## src/rtl/csfr_defines.svh

```systemverilog
// Purpose: Named offsets, field positions, codes and reset values of the charger status block.
// Assumes: Included by bare name wherever a constant is needed.
// Notes: Definitions only.
`ifndef CSFR_DEFINES_SVH
`define CSFR_DEFINES_SVH

// =====================================================================
// Register offsets
`define CSFR_ADDR_CHG_STATUS 8'h08
`define CSFR_ADDR_FAULT_STATUS 8'h09
`define CSFR_ADDR_INPUT_STATUS 8'h0a
`define CSFR_ADDR_RESET_ID 8'h0b

// =====================================================================
// Source type codes
`define CSFR_SRC_NONE 3'h0
`define CSFR_SRC_SDP 3'h1
`define CSFR_SRC_CDP 3'h2
`define CSFR_SRC_DCP 3'h3
`define CSFR_SRC_BAD 3'h4
`define CSFR_SRC_UNKNOWN 3'h5
`define CSFR_SRC_NONSTD 3'h6
`define CSFR_SRC_BOOST 3'h7
`define CSFR_SRC_HOSTPORT 3'h1
`define CSFR_SRC_ADAPTER 3'h2

// =====================================================================
// Charge phase, charge error and temperature zone codes
`define CSFR_PH_OFF 2'h0
`define CSFR_PH_PRE 2'h1
`define CSFR_PH_FAST 2'h2
`define CSFR_PH_DONE 2'h3
`define CSFR_CE_NONE 2'h0
`define CSFR_CE_INPUT 2'h1
`define CSFR_CE_THERM 2'h2
`define CSFR_CE_TIMER 2'h3
`define CSFR_TZ_NORMAL 3'h0
`define CSFR_TZ_WARM 3'h2
`define CSFR_TZ_COOL 3'h3
`define CSFR_TZ_COLD 3'h5
`define CSFR_TZ_HOT 3'h6

// =====================================================================
// Field positions and reset values
`define CSFR_BIT_REG_RST 7
`define CSFR_BIT_VMASK 1
`define CSFR_BIT_IMASK 0
`define CSFR_BIT_VREG 6
`define CSFR_BIT_IREG 5
`define CSFR_BIT_CV 4
`define CSFR_MASK_RST 2'h0
`define CSFR_BYTE_LEN 4'h8
`define CSFR_LAST_BIT 4'h7
`define CSFR_READ_NONE 8'h00

`endif

```

## src/rtl/csfr_pkg.sv

```systemverilog
// Purpose: Types shared by the charger status block.
// Assumes: Constants live in csfr_defines.svh.
// Notes: Nothing here is imported; users write csfr_pkg::name.
package csfr_pkg;

   // =====================================================================
   // Serial slave states
   typedef enum logic [3:0] {
      CSFR_IDLE,
      CSFR_ADDR,
      CSFR_ACK_ADDR,
      CSFR_REG,
      CSFR_ACK_REG,
      CSFR_WDATA,
      CSFR_ACK_W,
      CSFR_RDATA,
      CSFR_RACK
   } csfr_i2c_state_t;

endpackage

```

## src/rtl/csfr_status_regs.sv

```systemverilog
// Purpose: Status, fault, input-status/mask and reset/identity registers behind an I2C slave.
// Assumes: One 10 MHz clock; all condition inputs and the bus pins are asynchronous.
// Notes: The SDA pin is open drain; sda_oe_o high pulls the line low.
`include "csfr_defines.svh"

// How it works
// - Detection variant source codes incl. boost 111
// - Select-pin variant: 001, 010, boost 111
// - Current limit not reported in source type
// - Charge phase: off, pre, fast, done
// - Power good bit follows input quality
// - Thermal regulation bit follows regulation
// - Minimum system regulation bit follows condition
// - Watchdog fault bit shows timer expiry
// - Boost fault on any boost-stopping condition
// - Charge error: input, thermal, safety timer
// - Battery error shows battery overvoltage
// - Temperature zone codes from thermistor
// - Temperature zone live, never latched
// - Input attached bit shows good supply
// - Input voltage/current regulation status bits
// - Constant-voltage bit gated by direct output
// - Top-off bit shows timer counting
// - Adapter overvoltage bit follows input overvoltage
// - Voltage regulation interrupt mask, reset 0
// - Current regulation interrupt mask, reset 0
// - Register reset restores defaults, restarts timer
// - Register reset bit clears itself
module csfr_status_regs #(
   parameter bit HAS_DATA_LINE_DET = 1'b1,
   parameter logic [6:0] DEV_ADDR = 7'h6b,
   // Identity values are arbitrary.
   parameter logic [3:0] PART_NUMBER = 4'h3,
   parameter logic MAKER_MARKER = 1'b1,
   parameter logic [1:0] SILICON_REVISION = 2'h1
) (
   input wire logic clk_sys_i,
   input wire logic rstn_i,
   input wire logic scl_i,
   input wire logic sda_i,
   input wire logic [2:0] det_code_i,
   input wire logic src_sel_hi_i,
   input wire logic boost_on_i,
   input wire logic chg_enabled_i,
   input wire logic bat_below_pre_i,
   input wire logic chg_done_i,
   input wire logic power_good_i,
   input wire logic thermal_reg_i,
   input wire logic sys_min_reg_i,
   input wire logic wdog_expired_i,
   input wire logic boost_overload_i,
   input wire logic boost_bat_low_i,
   input wire logic input_ovp_i,
   input wire logic input_low_i,
   input wire logic thermal_shutdown_i,
   input wire logic safety_expired_i,
   input wire logic bat_ovp_i,
   input wire logic ntc_warm_i,
   input wire logic ntc_cool_i,
   input wire logic ntc_cold_i,
   input wire logic ntc_hot_i,
   input wire logic buck_mode_i,
   input wire logic input_attached_i,
   input wire logic input_volt_reg_i,
   input wire logic input_curr_reg_i,
   input wire logic direct_charge_output_i,
   input wire logic cv_near_i,
   input wire logic topoff_counting_i,
   output logic sda_o_o,
   output logic sda_oe_o,
   output logic int_pulse_o,
   output logic reg_reset_o
);

   localparam int NSYNC = 32;

   // =====================================================================
   // Input synchronisers
   logic [NSYNC-1:0] sync1_r;
   logic [NSYNC-1:0] sync2_r;
   logic scl_s, sda_s, src_sel_s, boost_s, chg_en_s, bat_pre_s, chg_done_s, pg_s, therm_s, sysmin_s;
   logic wdog_s, bovl_s, bbat_s, iovp_s, ilow_s, tsd_s, sft_s, bovp_s, warm_s, cool_s, cold_s, hot_s;
   logic buck_s, attach_s, vreg_s, ireg_s, direct_charge_output_s, cvn_s, topoff_s;
   logic [2:0] det_s;

   always_ff @(posedge clk_sys_i or negedge rstn_i) begin
      if (!rstn_i) begin
         sync1_r <= '0;
         sync2_r <= '0;
      end else begin
         sync1_r <= {scl_i, sda_i, det_code_i, src_sel_hi_i, boost_on_i, chg_enabled_i, bat_below_pre_i,
                     chg_done_i, power_good_i, thermal_reg_i, sys_min_reg_i, wdog_expired_i, boost_overload_i,
                     boost_bat_low_i, input_ovp_i, input_low_i, thermal_shutdown_i, safety_expired_i, bat_ovp_i,
                     ntc_warm_i, ntc_cool_i, ntc_cold_i, ntc_hot_i, buck_mode_i, input_attached_i,
                     input_volt_reg_i, input_curr_reg_i, direct_charge_output_i, cv_near_i, topoff_counting_i};
         sync2_r <= sync1_r;
      end
   end

   assign {scl_s, sda_s, det_s, src_sel_s, boost_s, chg_en_s, bat_pre_s, chg_done_s, pg_s, therm_s, sysmin_s,
           wdog_s, bovl_s, bbat_s, iovp_s, ilow_s, tsd_s, sft_s, bovp_s, warm_s, cool_s, cold_s, hot_s,
           buck_s, attach_s, vreg_s, ireg_s, direct_charge_output_s, cvn_s, topoff_s} = sync2_r;

   // =====================================================================
   // Live status registers
   logic [7:0] chg_status_r, chg_status_nxt;
   logic [7:0] fault_status_r, fault_status_nxt;
   logic [5:0] input_status_r, input_status_nxt;
   logic [2:0] src_nxt;
   logic [1:0] phase_nxt;
   logic [1:0] cerr_nxt;
   logic [2:0] zone_nxt;

   always_comb begin
      src_nxt = `CSFR_SRC_NONE;
      if (boost_s) begin
         src_nxt = `CSFR_SRC_BOOST;
      end else if (!attach_s) begin
         src_nxt = `CSFR_SRC_NONE;
      end else if (HAS_DATA_LINE_DET) begin
         if (det_s == `CSFR_SRC_BAD || det_s == `CSFR_SRC_BOOST) begin
            src_nxt = `CSFR_SRC_UNKNOWN;
         end else begin
            src_nxt = det_s;
         end
      end else begin
         src_nxt = src_sel_s ? `CSFR_SRC_HOSTPORT : `CSFR_SRC_ADAPTER;
      end
      // no current limit here
      // The detected limit goes to the input current setting register, so only the type is coded.
      // charge phase coding
      if (!chg_en_s) begin
         phase_nxt = `CSFR_PH_OFF;
      end else if (chg_done_s) begin
         phase_nxt = `CSFR_PH_DONE;
      end else if (bat_pre_s) begin
         phase_nxt = `CSFR_PH_PRE;
      end else begin
         phase_nxt = `CSFR_PH_FAST;
      end
      if (sft_s) begin
         cerr_nxt = `CSFR_CE_TIMER;
      end else if (tsd_s) begin
         cerr_nxt = `CSFR_CE_THERM;
      end else if (iovp_s || ilow_s) begin
         cerr_nxt = `CSFR_CE_INPUT;
      end else begin
         cerr_nxt = `CSFR_CE_NONE;
      end
      if (hot_s) begin
         zone_nxt = `CSFR_TZ_HOT;
      end else if (cold_s) begin
         zone_nxt = `CSFR_TZ_COLD;
      end else if (warm_s && buck_s) begin
         zone_nxt = `CSFR_TZ_WARM;
      end else if (cool_s && buck_s) begin
         zone_nxt = `CSFR_TZ_COOL;
      end else begin
         zone_nxt = `CSFR_TZ_NORMAL;
      end
      chg_status_nxt = {src_nxt, phase_nxt, pg_s, therm_s, sysmin_s};
      fault_status_nxt = {wdog_s, bovl_s | iovp_s | bbat_s, cerr_nxt, bovp_s, zone_nxt};
      input_status_nxt = {attach_s, vreg_s, ireg_s, direct_charge_output_s & cvn_s, topoff_s, iovp_s};
   end

   always_ff @(posedge clk_sys_i or negedge rstn_i) begin
      if (!rstn_i) begin
         chg_status_r <= '0;
         fault_status_r <= '0;
         input_status_r <= '0;
      end else begin
         chg_status_r <= chg_status_nxt;
         fault_status_r <= fault_status_nxt;
         input_status_r <= input_status_nxt;
      end
   end

   // =====================================================================
   // Masks, register reset and interrupt pulse
   logic [1:0] mask_r, mask_nxt;
   logic reg_rst_r, reg_rst_nxt;
   logic reg_reset_r, reg_reset_nxt;
   logic int_r, int_nxt;
   logic wr_stb_r;
   logic [7:0] wr_addr_r;
   logic [7:0] wr_data_r;
   logic v_entry, i_entry;

   assign v_entry = vreg_s && !input_status_r[`CSFR_BIT_VREG - 2];
   assign i_entry = ireg_s && !input_status_r[`CSFR_BIT_IREG - 2];

   always_comb begin
      mask_nxt = mask_r;
      reg_rst_nxt = reg_rst_r;
      reg_reset_nxt = 1'b0;
      if (reg_rst_r) begin
         mask_nxt = `CSFR_MASK_RST;
         reg_reset_nxt = 1'b1;
         reg_rst_nxt = 1'b0;
      end else if (wr_stb_r) begin
         if (wr_addr_r == `CSFR_ADDR_INPUT_STATUS) begin
            mask_nxt = wr_data_r[`CSFR_BIT_VMASK:`CSFR_BIT_IMASK];
         end
         if (wr_addr_r == `CSFR_ADDR_RESET_ID && wr_data_r[`CSFR_BIT_REG_RST]) begin
            reg_rst_nxt = 1'b1;
         end
      end
      int_nxt = (v_entry && !mask_r[`CSFR_BIT_VMASK]) || (i_entry && !mask_r[`CSFR_BIT_IMASK]);
   end

   always_ff @(posedge clk_sys_i or negedge rstn_i) begin
      if (!rstn_i) begin
         mask_r <= `CSFR_MASK_RST;
         reg_rst_r <= 1'b0;
         reg_reset_r <= 1'b0;
         int_r <= 1'b0;
      end else begin
         mask_r <= mask_nxt;
         reg_rst_r <= reg_rst_nxt;
         reg_reset_r <= reg_reset_nxt;
         int_r <= int_nxt;
      end
   end

   assign int_pulse_o = int_r;
   assign reg_reset_o = reg_reset_r;

   // =====================================================================
   // Register read mux
   function automatic logic [7:0] read_reg(input logic [7:0] addr, input logic [7:0] st08,
                                           input logic [7:0] st09, input logic [5:0] st0a,
                                           input logic [1:0] masks, input logic rst);
      logic [7:0] val;
      val = `CSFR_READ_NONE;
      case (addr)
         `CSFR_ADDR_CHG_STATUS: val = st08;
         `CSFR_ADDR_FAULT_STATUS: val = st09;
         `CSFR_ADDR_INPUT_STATUS: val = {st0a, masks};
         `CSFR_ADDR_RESET_ID: val = {rst, PART_NUMBER, MAKER_MARKER, SILICON_REVISION};
         default: val = `CSFR_READ_NONE;
      endcase
      return val;
   endfunction

   // =====================================================================
   // I2C slave
   logic scl_d_r, sda_d_r;
   logic scl_rise, scl_fall, bus_start, bus_stop;
   csfr_pkg::csfr_i2c_state_t st_r, st_nxt;
   logic [3:0] cnt_r, cnt_nxt;
   logic [7:0] sh_r, sh_nxt;
   logic [7:0] tx_r, tx_nxt;
   logic [7:0] ptr_r, ptr_nxt;
   logic rw_r, rw_nxt;
   logic oe_r, oe_nxt;
   logic wr_stb_nxt;
   logic [7:0] wr_addr_nxt, wr_data_nxt;
   logic [7:0] rd_next;

   assign scl_rise = scl_s && !scl_d_r;
   assign scl_fall = !scl_s && scl_d_r;
   assign bus_start = scl_s && scl_d_r && sda_d_r && !sda_s;
   assign bus_stop = scl_s && scl_d_r && !sda_d_r && sda_s;
   assign rd_next = read_reg(ptr_r + 8'h01, chg_status_r, fault_status_r, input_status_r, mask_r, reg_rst_r);

   always_comb begin
      st_nxt = st_r;
      cnt_nxt = cnt_r;
      sh_nxt = sh_r;
      tx_nxt = tx_r;
      ptr_nxt = ptr_r;
      rw_nxt = rw_r;
      oe_nxt = oe_r;
      wr_stb_nxt = 1'b0;
      wr_addr_nxt = wr_addr_r;
      wr_data_nxt = wr_data_r;
      if (bus_start) begin
         st_nxt = csfr_pkg::CSFR_ADDR;
         cnt_nxt = '0;
         oe_nxt = 1'b0;
      end else if (bus_stop) begin
         st_nxt = csfr_pkg::CSFR_IDLE;
         oe_nxt = 1'b0;
      end else if (scl_rise && st_r != csfr_pkg::CSFR_IDLE) begin
         sh_nxt = {sh_r[6:0], sda_s};
         cnt_nxt = cnt_r + 4'h1;
      end else if (scl_fall) begin
         case (st_r)
            csfr_pkg::CSFR_ADDR: begin
               if (cnt_r == `CSFR_BYTE_LEN) begin
                  if (sh_r[7:1] == DEV_ADDR) begin
                     st_nxt = csfr_pkg::CSFR_ACK_ADDR;
                     rw_nxt = sh_r[0];
                     oe_nxt = 1'b1;
                  end else begin
                     st_nxt = csfr_pkg::CSFR_IDLE;
                  end
               end
            end
            csfr_pkg::CSFR_REG: begin
               if (cnt_r == `CSFR_BYTE_LEN) begin
                  st_nxt = csfr_pkg::CSFR_ACK_REG;
                  ptr_nxt = sh_r;
                  oe_nxt = 1'b1;
               end
            end
            csfr_pkg::CSFR_WDATA: begin
               if (cnt_r == `CSFR_BYTE_LEN) begin
                  st_nxt = csfr_pkg::CSFR_ACK_W;
                  wr_stb_nxt = 1'b1;
                  wr_addr_nxt = ptr_r;
                  wr_data_nxt = sh_r;
                  oe_nxt = 1'b1;
               end
            end
            csfr_pkg::CSFR_ACK_ADDR: begin
               cnt_nxt = '0;
               if (rw_r) begin
                  // A read snapshots the whole byte so its fields are coherent.
                  tx_nxt = read_reg(ptr_r, chg_status_r, fault_status_r, input_status_r, mask_r, reg_rst_r);
                  oe_nxt = !tx_nxt[7];
                  st_nxt = csfr_pkg::CSFR_RDATA;
               end else begin
                  oe_nxt = 1'b0;
                  st_nxt = csfr_pkg::CSFR_REG;
               end
            end
            csfr_pkg::CSFR_ACK_REG, csfr_pkg::CSFR_ACK_W: begin
               if (st_r == csfr_pkg::CSFR_ACK_W) begin
                  ptr_nxt = ptr_r + 8'h01;
               end
               cnt_nxt = '0;
               oe_nxt = 1'b0;
               st_nxt = csfr_pkg::CSFR_WDATA;
            end
            csfr_pkg::CSFR_RDATA: begin
               // The rising edge already counts each bit sent, so the byte ends after the eighth rise.
               if (cnt_r == `CSFR_BYTE_LEN) begin
                  oe_nxt = 1'b0;
                  st_nxt = csfr_pkg::CSFR_RACK;
               end else begin
                  tx_nxt = {tx_r[6:0], 1'b0};
                  oe_nxt = !tx_r[6];
               end
            end
            csfr_pkg::CSFR_RACK: begin
               if (!sh_r[0]) begin
                  ptr_nxt = ptr_r + 8'h01;
                  tx_nxt = rd_next;
                  oe_nxt = !rd_next[7];
                  cnt_nxt = '0;
                  st_nxt = csfr_pkg::CSFR_RDATA;
               end else begin
                  st_nxt = csfr_pkg::CSFR_IDLE;
               end
            end
            default: begin
               st_nxt = st_r;
            end
         endcase
      end
   end

   always_ff @(posedge clk_sys_i or negedge rstn_i) begin
      if (!rstn_i) begin
         scl_d_r <= 1'b1;
         sda_d_r <= 1'b1;
         st_r <= csfr_pkg::CSFR_IDLE;
         cnt_r <= '0;
         sh_r <= '0;
         tx_r <= '0;
         ptr_r <= '0;
         rw_r <= 1'b0;
         oe_r <= 1'b0;
         wr_stb_r <= 1'b0;
         wr_addr_r <= '0;
         wr_data_r <= '0;
         sda_o_o <= 1'b0;
      end else begin
         scl_d_r <= scl_s;
         sda_d_r <= sda_s;
         st_r <= st_nxt;
         cnt_r <= cnt_nxt;
         sh_r <= sh_nxt;
         tx_r <= tx_nxt;
         ptr_r <= ptr_nxt;
         rw_r <= rw_nxt;
         oe_r <= oe_nxt;
         wr_stb_r <= wr_stb_nxt;
         wr_addr_r <= wr_addr_nxt;
         wr_data_r <= wr_data_nxt;
         sda_o_o <= 1'b0;
      end
   end

   assign sda_oe_o = oe_r;
endmodule

```

## config.mk

```make
export PLATFORM = sky130hd
export DESIGN_NAME = csfr_status_regs
export DESIGN_NICKNAME = d
export VERILOG_FILES = /design/src/rtl/csfr_pkg.sv /design/src/rtl/csfr_status_regs.sv
export VERILOG_INCLUDE_DIRS = /design/src /design/src/rtl
export SDC_FILE = /design/constraint.sdc
export NUM_CORES = 1
export LEC_CHECK = 0
export ABC_AREA = 0
export BUFFER_PORTS_ARGS = -buffer_cell sky130_fd_sc_hd__clkbuf_2
export CORE_ASPECT_RATIO = 2
export CORE_MARGIN = 2
export CORE_UTILIZATION = 54
export CTS_CLUSTER_DIAMETER = 40
export DETAILED_ROUTE_END_ITERATION = 8
export PLACE_DENSITY = 0.83
export SLEW_MARGIN = 0
export SYNTH_ARGS = -nofsm -noshare
export SYNTH_HDL_FRONTEND = slang
export SYNTH_SLANG_ARGS = --single-unit
```

## constraint.sdc

```tcl
create_clock -name clk_sys_i -period 1.9 [get_ports clk_sys_i]
set_input_delay 0.38 -clock clk_sys_i [delete_from_list [all_inputs] [get_ports clk_sys_i]]
set_output_delay 0.38 -clock clk_sys_i [all_outputs]
set_load 0.02 [all_outputs]
```

# Word-level counts from Yosys, hierarchy flattened
# Index checks and enable logic that the tools add are counted.
[word_totals]
reg_bits = 143
inputBits = 34
out_inout_bits = 4
elab_cells = 188
[classes]
addsub = 2
n_eq_ne = 37
mux = 71
bitwise_logic = 6
n_reduce_logical = 51
[op_table]
columns = ["operator", "count"]
rows = [
  ["$eq 8x4->1 const B", 10],
  ["$mux 8", 9],
  ["$pmux 8 s4", 2],
  ["$mux 4", 13],
  ["$ne 4x4->1 const B", 7],
  ["$pmux 4 s7", 1],
  ["$pmux 8 s3", 1],
  ["$mux 2", 11],
  ["$mux 1", 21],
  ["$mux 3", 7],
  ["$mux 7", 3],
  ["$pmux 7 s3", 1],
  ["$reduce_and 7->1", 3],
  ["$eq 4x3->1 const B", 4],
  ["$reduce_and 8->1", 2],
  ["$logic_and 1x1->1", 15],
  ["$ne 2x2->1 const B", 6],
  ["$reduce_bool 3->1", 4],
  ["$logic_not 1->1", 11],
  ["$reduce_bool 9->1", 1],
  ["$add 8x1->8 const B", 1],
  ["$eq 4x2->1 const B", 2],
  ["$eq 4x4->1 const B", 2],
  ["$pmux 4 s2", 1],
  ["20 further kinds", 29],
]

# Logic depth before layout (Yosys ltp)
[depth]
word_depth = 15
depth_mapped = 8
mapped_depth_nobuf = 7

# Worst setup path before layout
# Ideal clock, no wire load.
[synth_path]
kind = "flip-flop to flip-flop"
startpoint = "register ptr_r[6]"
endpoint = "register tx_r[5]"
arrival_ps = 1785
required_ps = 1816
path_slack_ps = 31
stages_incl_launch_ff = 6
synth_period_minus_slack_ps = 1869
cell_sequence = "dfrtp_1 > or3_4 > or3_4 > nor4_4 > nand2b_1 > a41oi_2"
[synth_via]
elab_chain_cells = 10
[synth_lines]
columns = ["element", "line_no", "rtl"]
rows = [
  ["from (decl)", "csfr_status_regs.sv:253", "logic [7:0] ptr_r, ptr_nxt;"],
  ["from (signal assigned)", "csfr_status_regs.sv:386", "ptr_r <= ptr_nxt;"],
  ["$eq 8x4->1", "csfr_status_regs.sv:235", "case (addr)"],
  ["$pmux 8 s4", "csfr_status_regs.sv:235", ""],
  ["$mux 8", "csfr_status_regs.sv:318", "if (rw_r) begin"],
  ["$mux 8", "csfr_status_regs.sv:288", "case (st_r)"],
  ["$mux 8", "csfr_status_regs.sv:287", "end else if (scl_fall) begin"],
  ["$mux 8", "csfr_status_regs.sv:284", "end else if (scl_rise && st_r != csfr_pkg::CSFR_IDLE) begin"],
  ["$mux 8", "csfr_status_regs.sv:281", "end else if (bus_stop) begin"],
  ["$mux 8", "csfr_status_regs.sv:277", "if (bus_start) begin"],
  ["$mux 7", "csfr_status_regs.sv:318", ""],
  ["$pmux 7 s3 (*)", "csfr_status_regs.sv:288", ""],
  ["to (signal assigned)", "csfr_status_regs.sv:385", "tx_r <= tx_nxt;"],
  ["to (decl)", "csfr_status_regs.sv:252", "logic [7:0] tx_r, tx_nxt;"],
]
# Mark *: on every way between the ends. The rest lies on a longest branch, timed or not. The select of a mux whose other input is x is not followed.
# A chain may end at the register's enable or synchronous reset.

# Worst setup path after layout
[layout_path]
startpoint = "register st_r[0]"
endpoint = "register tx_r[6]"
[layout_via]
elab_chain_cells = 4
[layout_lines]
columns = ["element", "line_no", "rtl"]
rows = [
  ["from (decl)", "csfr_status_regs.sv:249", "csfr_pkg::csfr_i2c_state_t st_r, st_nxt;"],
  ["from (signal assigned)", "csfr_status_regs.sv:368", "st_r <= csfr_pkg::CSFR_IDLE;"],
  ["from (signal assigned)", "csfr_status_regs.sv:382", "st_r <= st_nxt;"],
  ["branches (longest 4 deep; another with $reduce_and 8->1)", "n/a", ""],
]
# Parallel ways; which one is timed is not known.

==> impl_metrics.yaml <==
worst_setup_path:
  cp-startpoint: "st_r[0]"
  cp.arrival_ns: 2.22
  cp_slowest_cell: "or4b_4"
  r2r-start: "st_r[0]"
  cp.required_ns: 2.24
  crit_end: "tx_r[6]"
  cp_cell_sequence: "or4b_4 -> nor3_2 -> a31o_4 -> nand3_1 -> a41oi_2"
  r2r-end: "tx_r[6]"
  worst-r2r-setup-slack_ns: 0.02
  rr_worst_depth: 5
  criticalPathCategory: "reg2reg"
  worst-path-max-fanout: 7
  worst_setup_path_start_kind: "flip-flop"
  endpoint_kind: "flip-flop"
  max_stage_delay_ns: 0.64
routing:
  drt-pass1-iter-count: 6
  drt-total-wl_um: 13120
  drt_iter0_drc: 377
  vias: 4096
  vias_per_cell: 5.980
  wl_per_cell_um: 19.16
  drc_errors: 0
  ant_nets: 0
clock_tree:
  root_buffer: "clkbuf_16"
  clock_sinks: 136
  h-tree-depth: 4
  numCtsBuffers: 17
  cts_tree: "done"
  clk_path_buf_depth: 2
  path_clk_slew_ns: 0.06
  worstSkewPairLatency_ns: 0.42
floorplanning:
  start_util: 0.5557
  io_pins: 38
  placementRows: 51
  die_w_um: 74.88
  dieArea_sq_um: 10910
  core_area_sq_um: 9763
  die-height_um: 145.8
yosys:
  ys_seq_area_frac: 0.6278
  yosysWarningCount: 0
  ys_seq_elements: 136
  synth_ff_type: "dfrtp_1"
  syn_avg_cell_area_sq_um: 12.00
  syn-cell-area_sq_um: 5425
  synth_edf_count: 0
  syn_inst: 452
  ys_types: 67
  async_flop_share: 1.000
  syn-num-nets: 493
finish:
  layout.nets: 581
  nFillCells: 591
  drive_gt1_frac: 0.3309
  diodes: 0
  layout_commonest_cell: "dfrtp_1"
  layout_common_cells: "dfrtp_1 (134), buf_4 (50), nand2_1 (36)"
  area_growth_syn_to_layout_pct: 28.23
sta:
  setup_viol: 0
  rsz0062_at_grt: "yes"
  slew_violations: 0
  whs_ns: 0.06289
  max_freq_mhz: 532.3
  fin_skew_ns: 0.004387
  setup_slack_ns: 0.02148
  hold_violations: 0
  fin_crit_sh: 0.9887
  period_needed_ns: 1.879
global_route:
  grt_pass1_wl_um: 21280
  antenna_found_initial: 0
  grt_usage: 0.2624
  overflow: 0
  grt_pass1_vias: 4298
  grt_max_degree: 65
run:
  max_cap_violations: 0
power_and_ir_drop:
  power_density_nw_per_um2: 1076
  combinationalPowerShare: 0.089
  seq_power_share: 0.435
  swShare: 0.2445
  p_sw_mw: 1.830
  irDropWorstVdd_mv: 0.8925
  finalPower_mw: 7.486
  internal_power_mw: 5.656
  p_leak_nw: 3.129
  power.share.clock: 0.475
run_status:
  status: "finished, final reports clean"
placed_design:
  port_buffers: 35
  hpwl_um: 8368
  gp_congestion: 0.8944
  dp_slack_ns: -0.03639
hold_path:
  hp-class: "in2reg"
==> final cells by class <==
cell class              instances  area (sq um)  share of cell area
clock buffers                  17         425.4             0.06115
clock inverters                15         215.2             0.03094
inverters                      15         60.06            0.008633
multi-input cells             276          2008              0.2887
flip-flops and latches        136          3406              0.4896
well taps                     132         165.2             0.02374
repair buffers                 94         676.9             0.09730
==> layer usage <==
layer  share of wire  GRT usage  vias up
met2            0.58     0.4711      188
met4           0.057     0.1268        0
met5               0          0        -
met3           0.045    0.05609       60
li1                -          -     1801
met1            0.32     0.2749     2047
==> cells in the mapped netlist (8+ instances only) <==
cell type | count | share of area
inv_1 | 15 | 0.010
clkbuf_1 | 15 | 0.010
nand2b_1 | 8 | 0.0092
a22oi_1 | 13 | 0.018
a21oi_1 | 31 | 0.029
nand2_1 | 36 | 0.025
mux2_2 | 15 | 0.031
nor3_1 | 9 | 0.0083
dfrtp_1 | 134 | 0.62
nor2_1 | 18 | 0.012
nand3_1 | 14 | 0.013
o21ai_0 | 20 | 0.018
nor2b_1 | 10 | 0.012
==> critical path: cells and delay by family (launching register included) <==
| kind | cells | cell delay, ns |
|---|---|---|
| AO/OA/AOI/OAI | 2 | 0.40 |
| flip-flops | 1 | 0.42 |
| AND/OR/NAND/NOR | 3 | 0.98 |
==> registers in the layout, indices dropped and copies added (netlist names) <==
register,count
sh_r,8
scl_d_r,1
sync2_r,31
tx_r,7
sync1_r,31
input_status_r,6
st_r,4
sda_d_r,1
cnt_r,4
reg_reset_o,1
sda_oe_o,1
reg_rst_r,1
int_pulse_o,1
mask_r,2
rw_r,1
wr_stb_r,1
wr_data_r,3
fault_status_r,8
wr_addr_r,8
ptr_r,8
chg_status_r,8
==> through the flow <==
step                      std cells  TNS [ns]    util  cell area (sq um)
after floorplan                 452         0       -               5425
after global placement          642  -0.01671  0.6176               6030
after detailed placement        642   -0.1281  0.6176               6030
after CTS                       677         0  0.6883               6720
after global routing            685   -0.5057  0.7125               6957
final                           685         0  0.7125               6957
==> power groups by stage <==
| stage | clock (mW) | combinational, mW | sequential (mW) |
|---|---|---|---|
| after floorplan | 0 | 0.314 | 3.27 |
| after global placement | 0 | 0.546 | 3.28 |
| after detailed placement | 0 | 0.573 | 3.30 |
| after CTS | 3.59 | 0.585 | 3.26 |
| after global routing | 3.72 | 0.743 | 3.29 |
| final | 3.56 | 0.670 | 3.26 |
==> kinds of logic after synthesis <==
kind of cell	Yosys count	share of synthesized area
compound gates	120	0.1515
xor+xnor	2	0.003229
fa+ha+maj	7	0.01614
buf+inv	40	0.03205
flops	136	0.6278
mux	20	0.04128
other cells	1	0.0006912
simple gates	126	0.1273
==> what timing repair did <==
action	CTS	global route
buffers inserted	1	7
gates cloned	1	1
resized for setup	6	37
pin swaps	3	10
endpoints found under the hold margin	21	0
hold buffers	1	0
endpoints found under the setup margin	9	23
==> worst min-delay path by stage <==
stage,from,end,slack (ns),cells past startpoint
after floorplan,rstn_i,chg_status_r[0],0.08,0
after CTS,bat_ovp_i,sync1_r[11],0.06,1
after global routing,direct_charge_output_i,sync1_r[2],0.05,1
final,direct_charge_output_i,sync1_r[2],0.06,1
after detailed placement,rstn_i,sync1_r[13],0.29,1
after global placement,rstn_i,sync1_r[24],0.29,1
No activity file was read; power rests on OpenSTA's default activity.
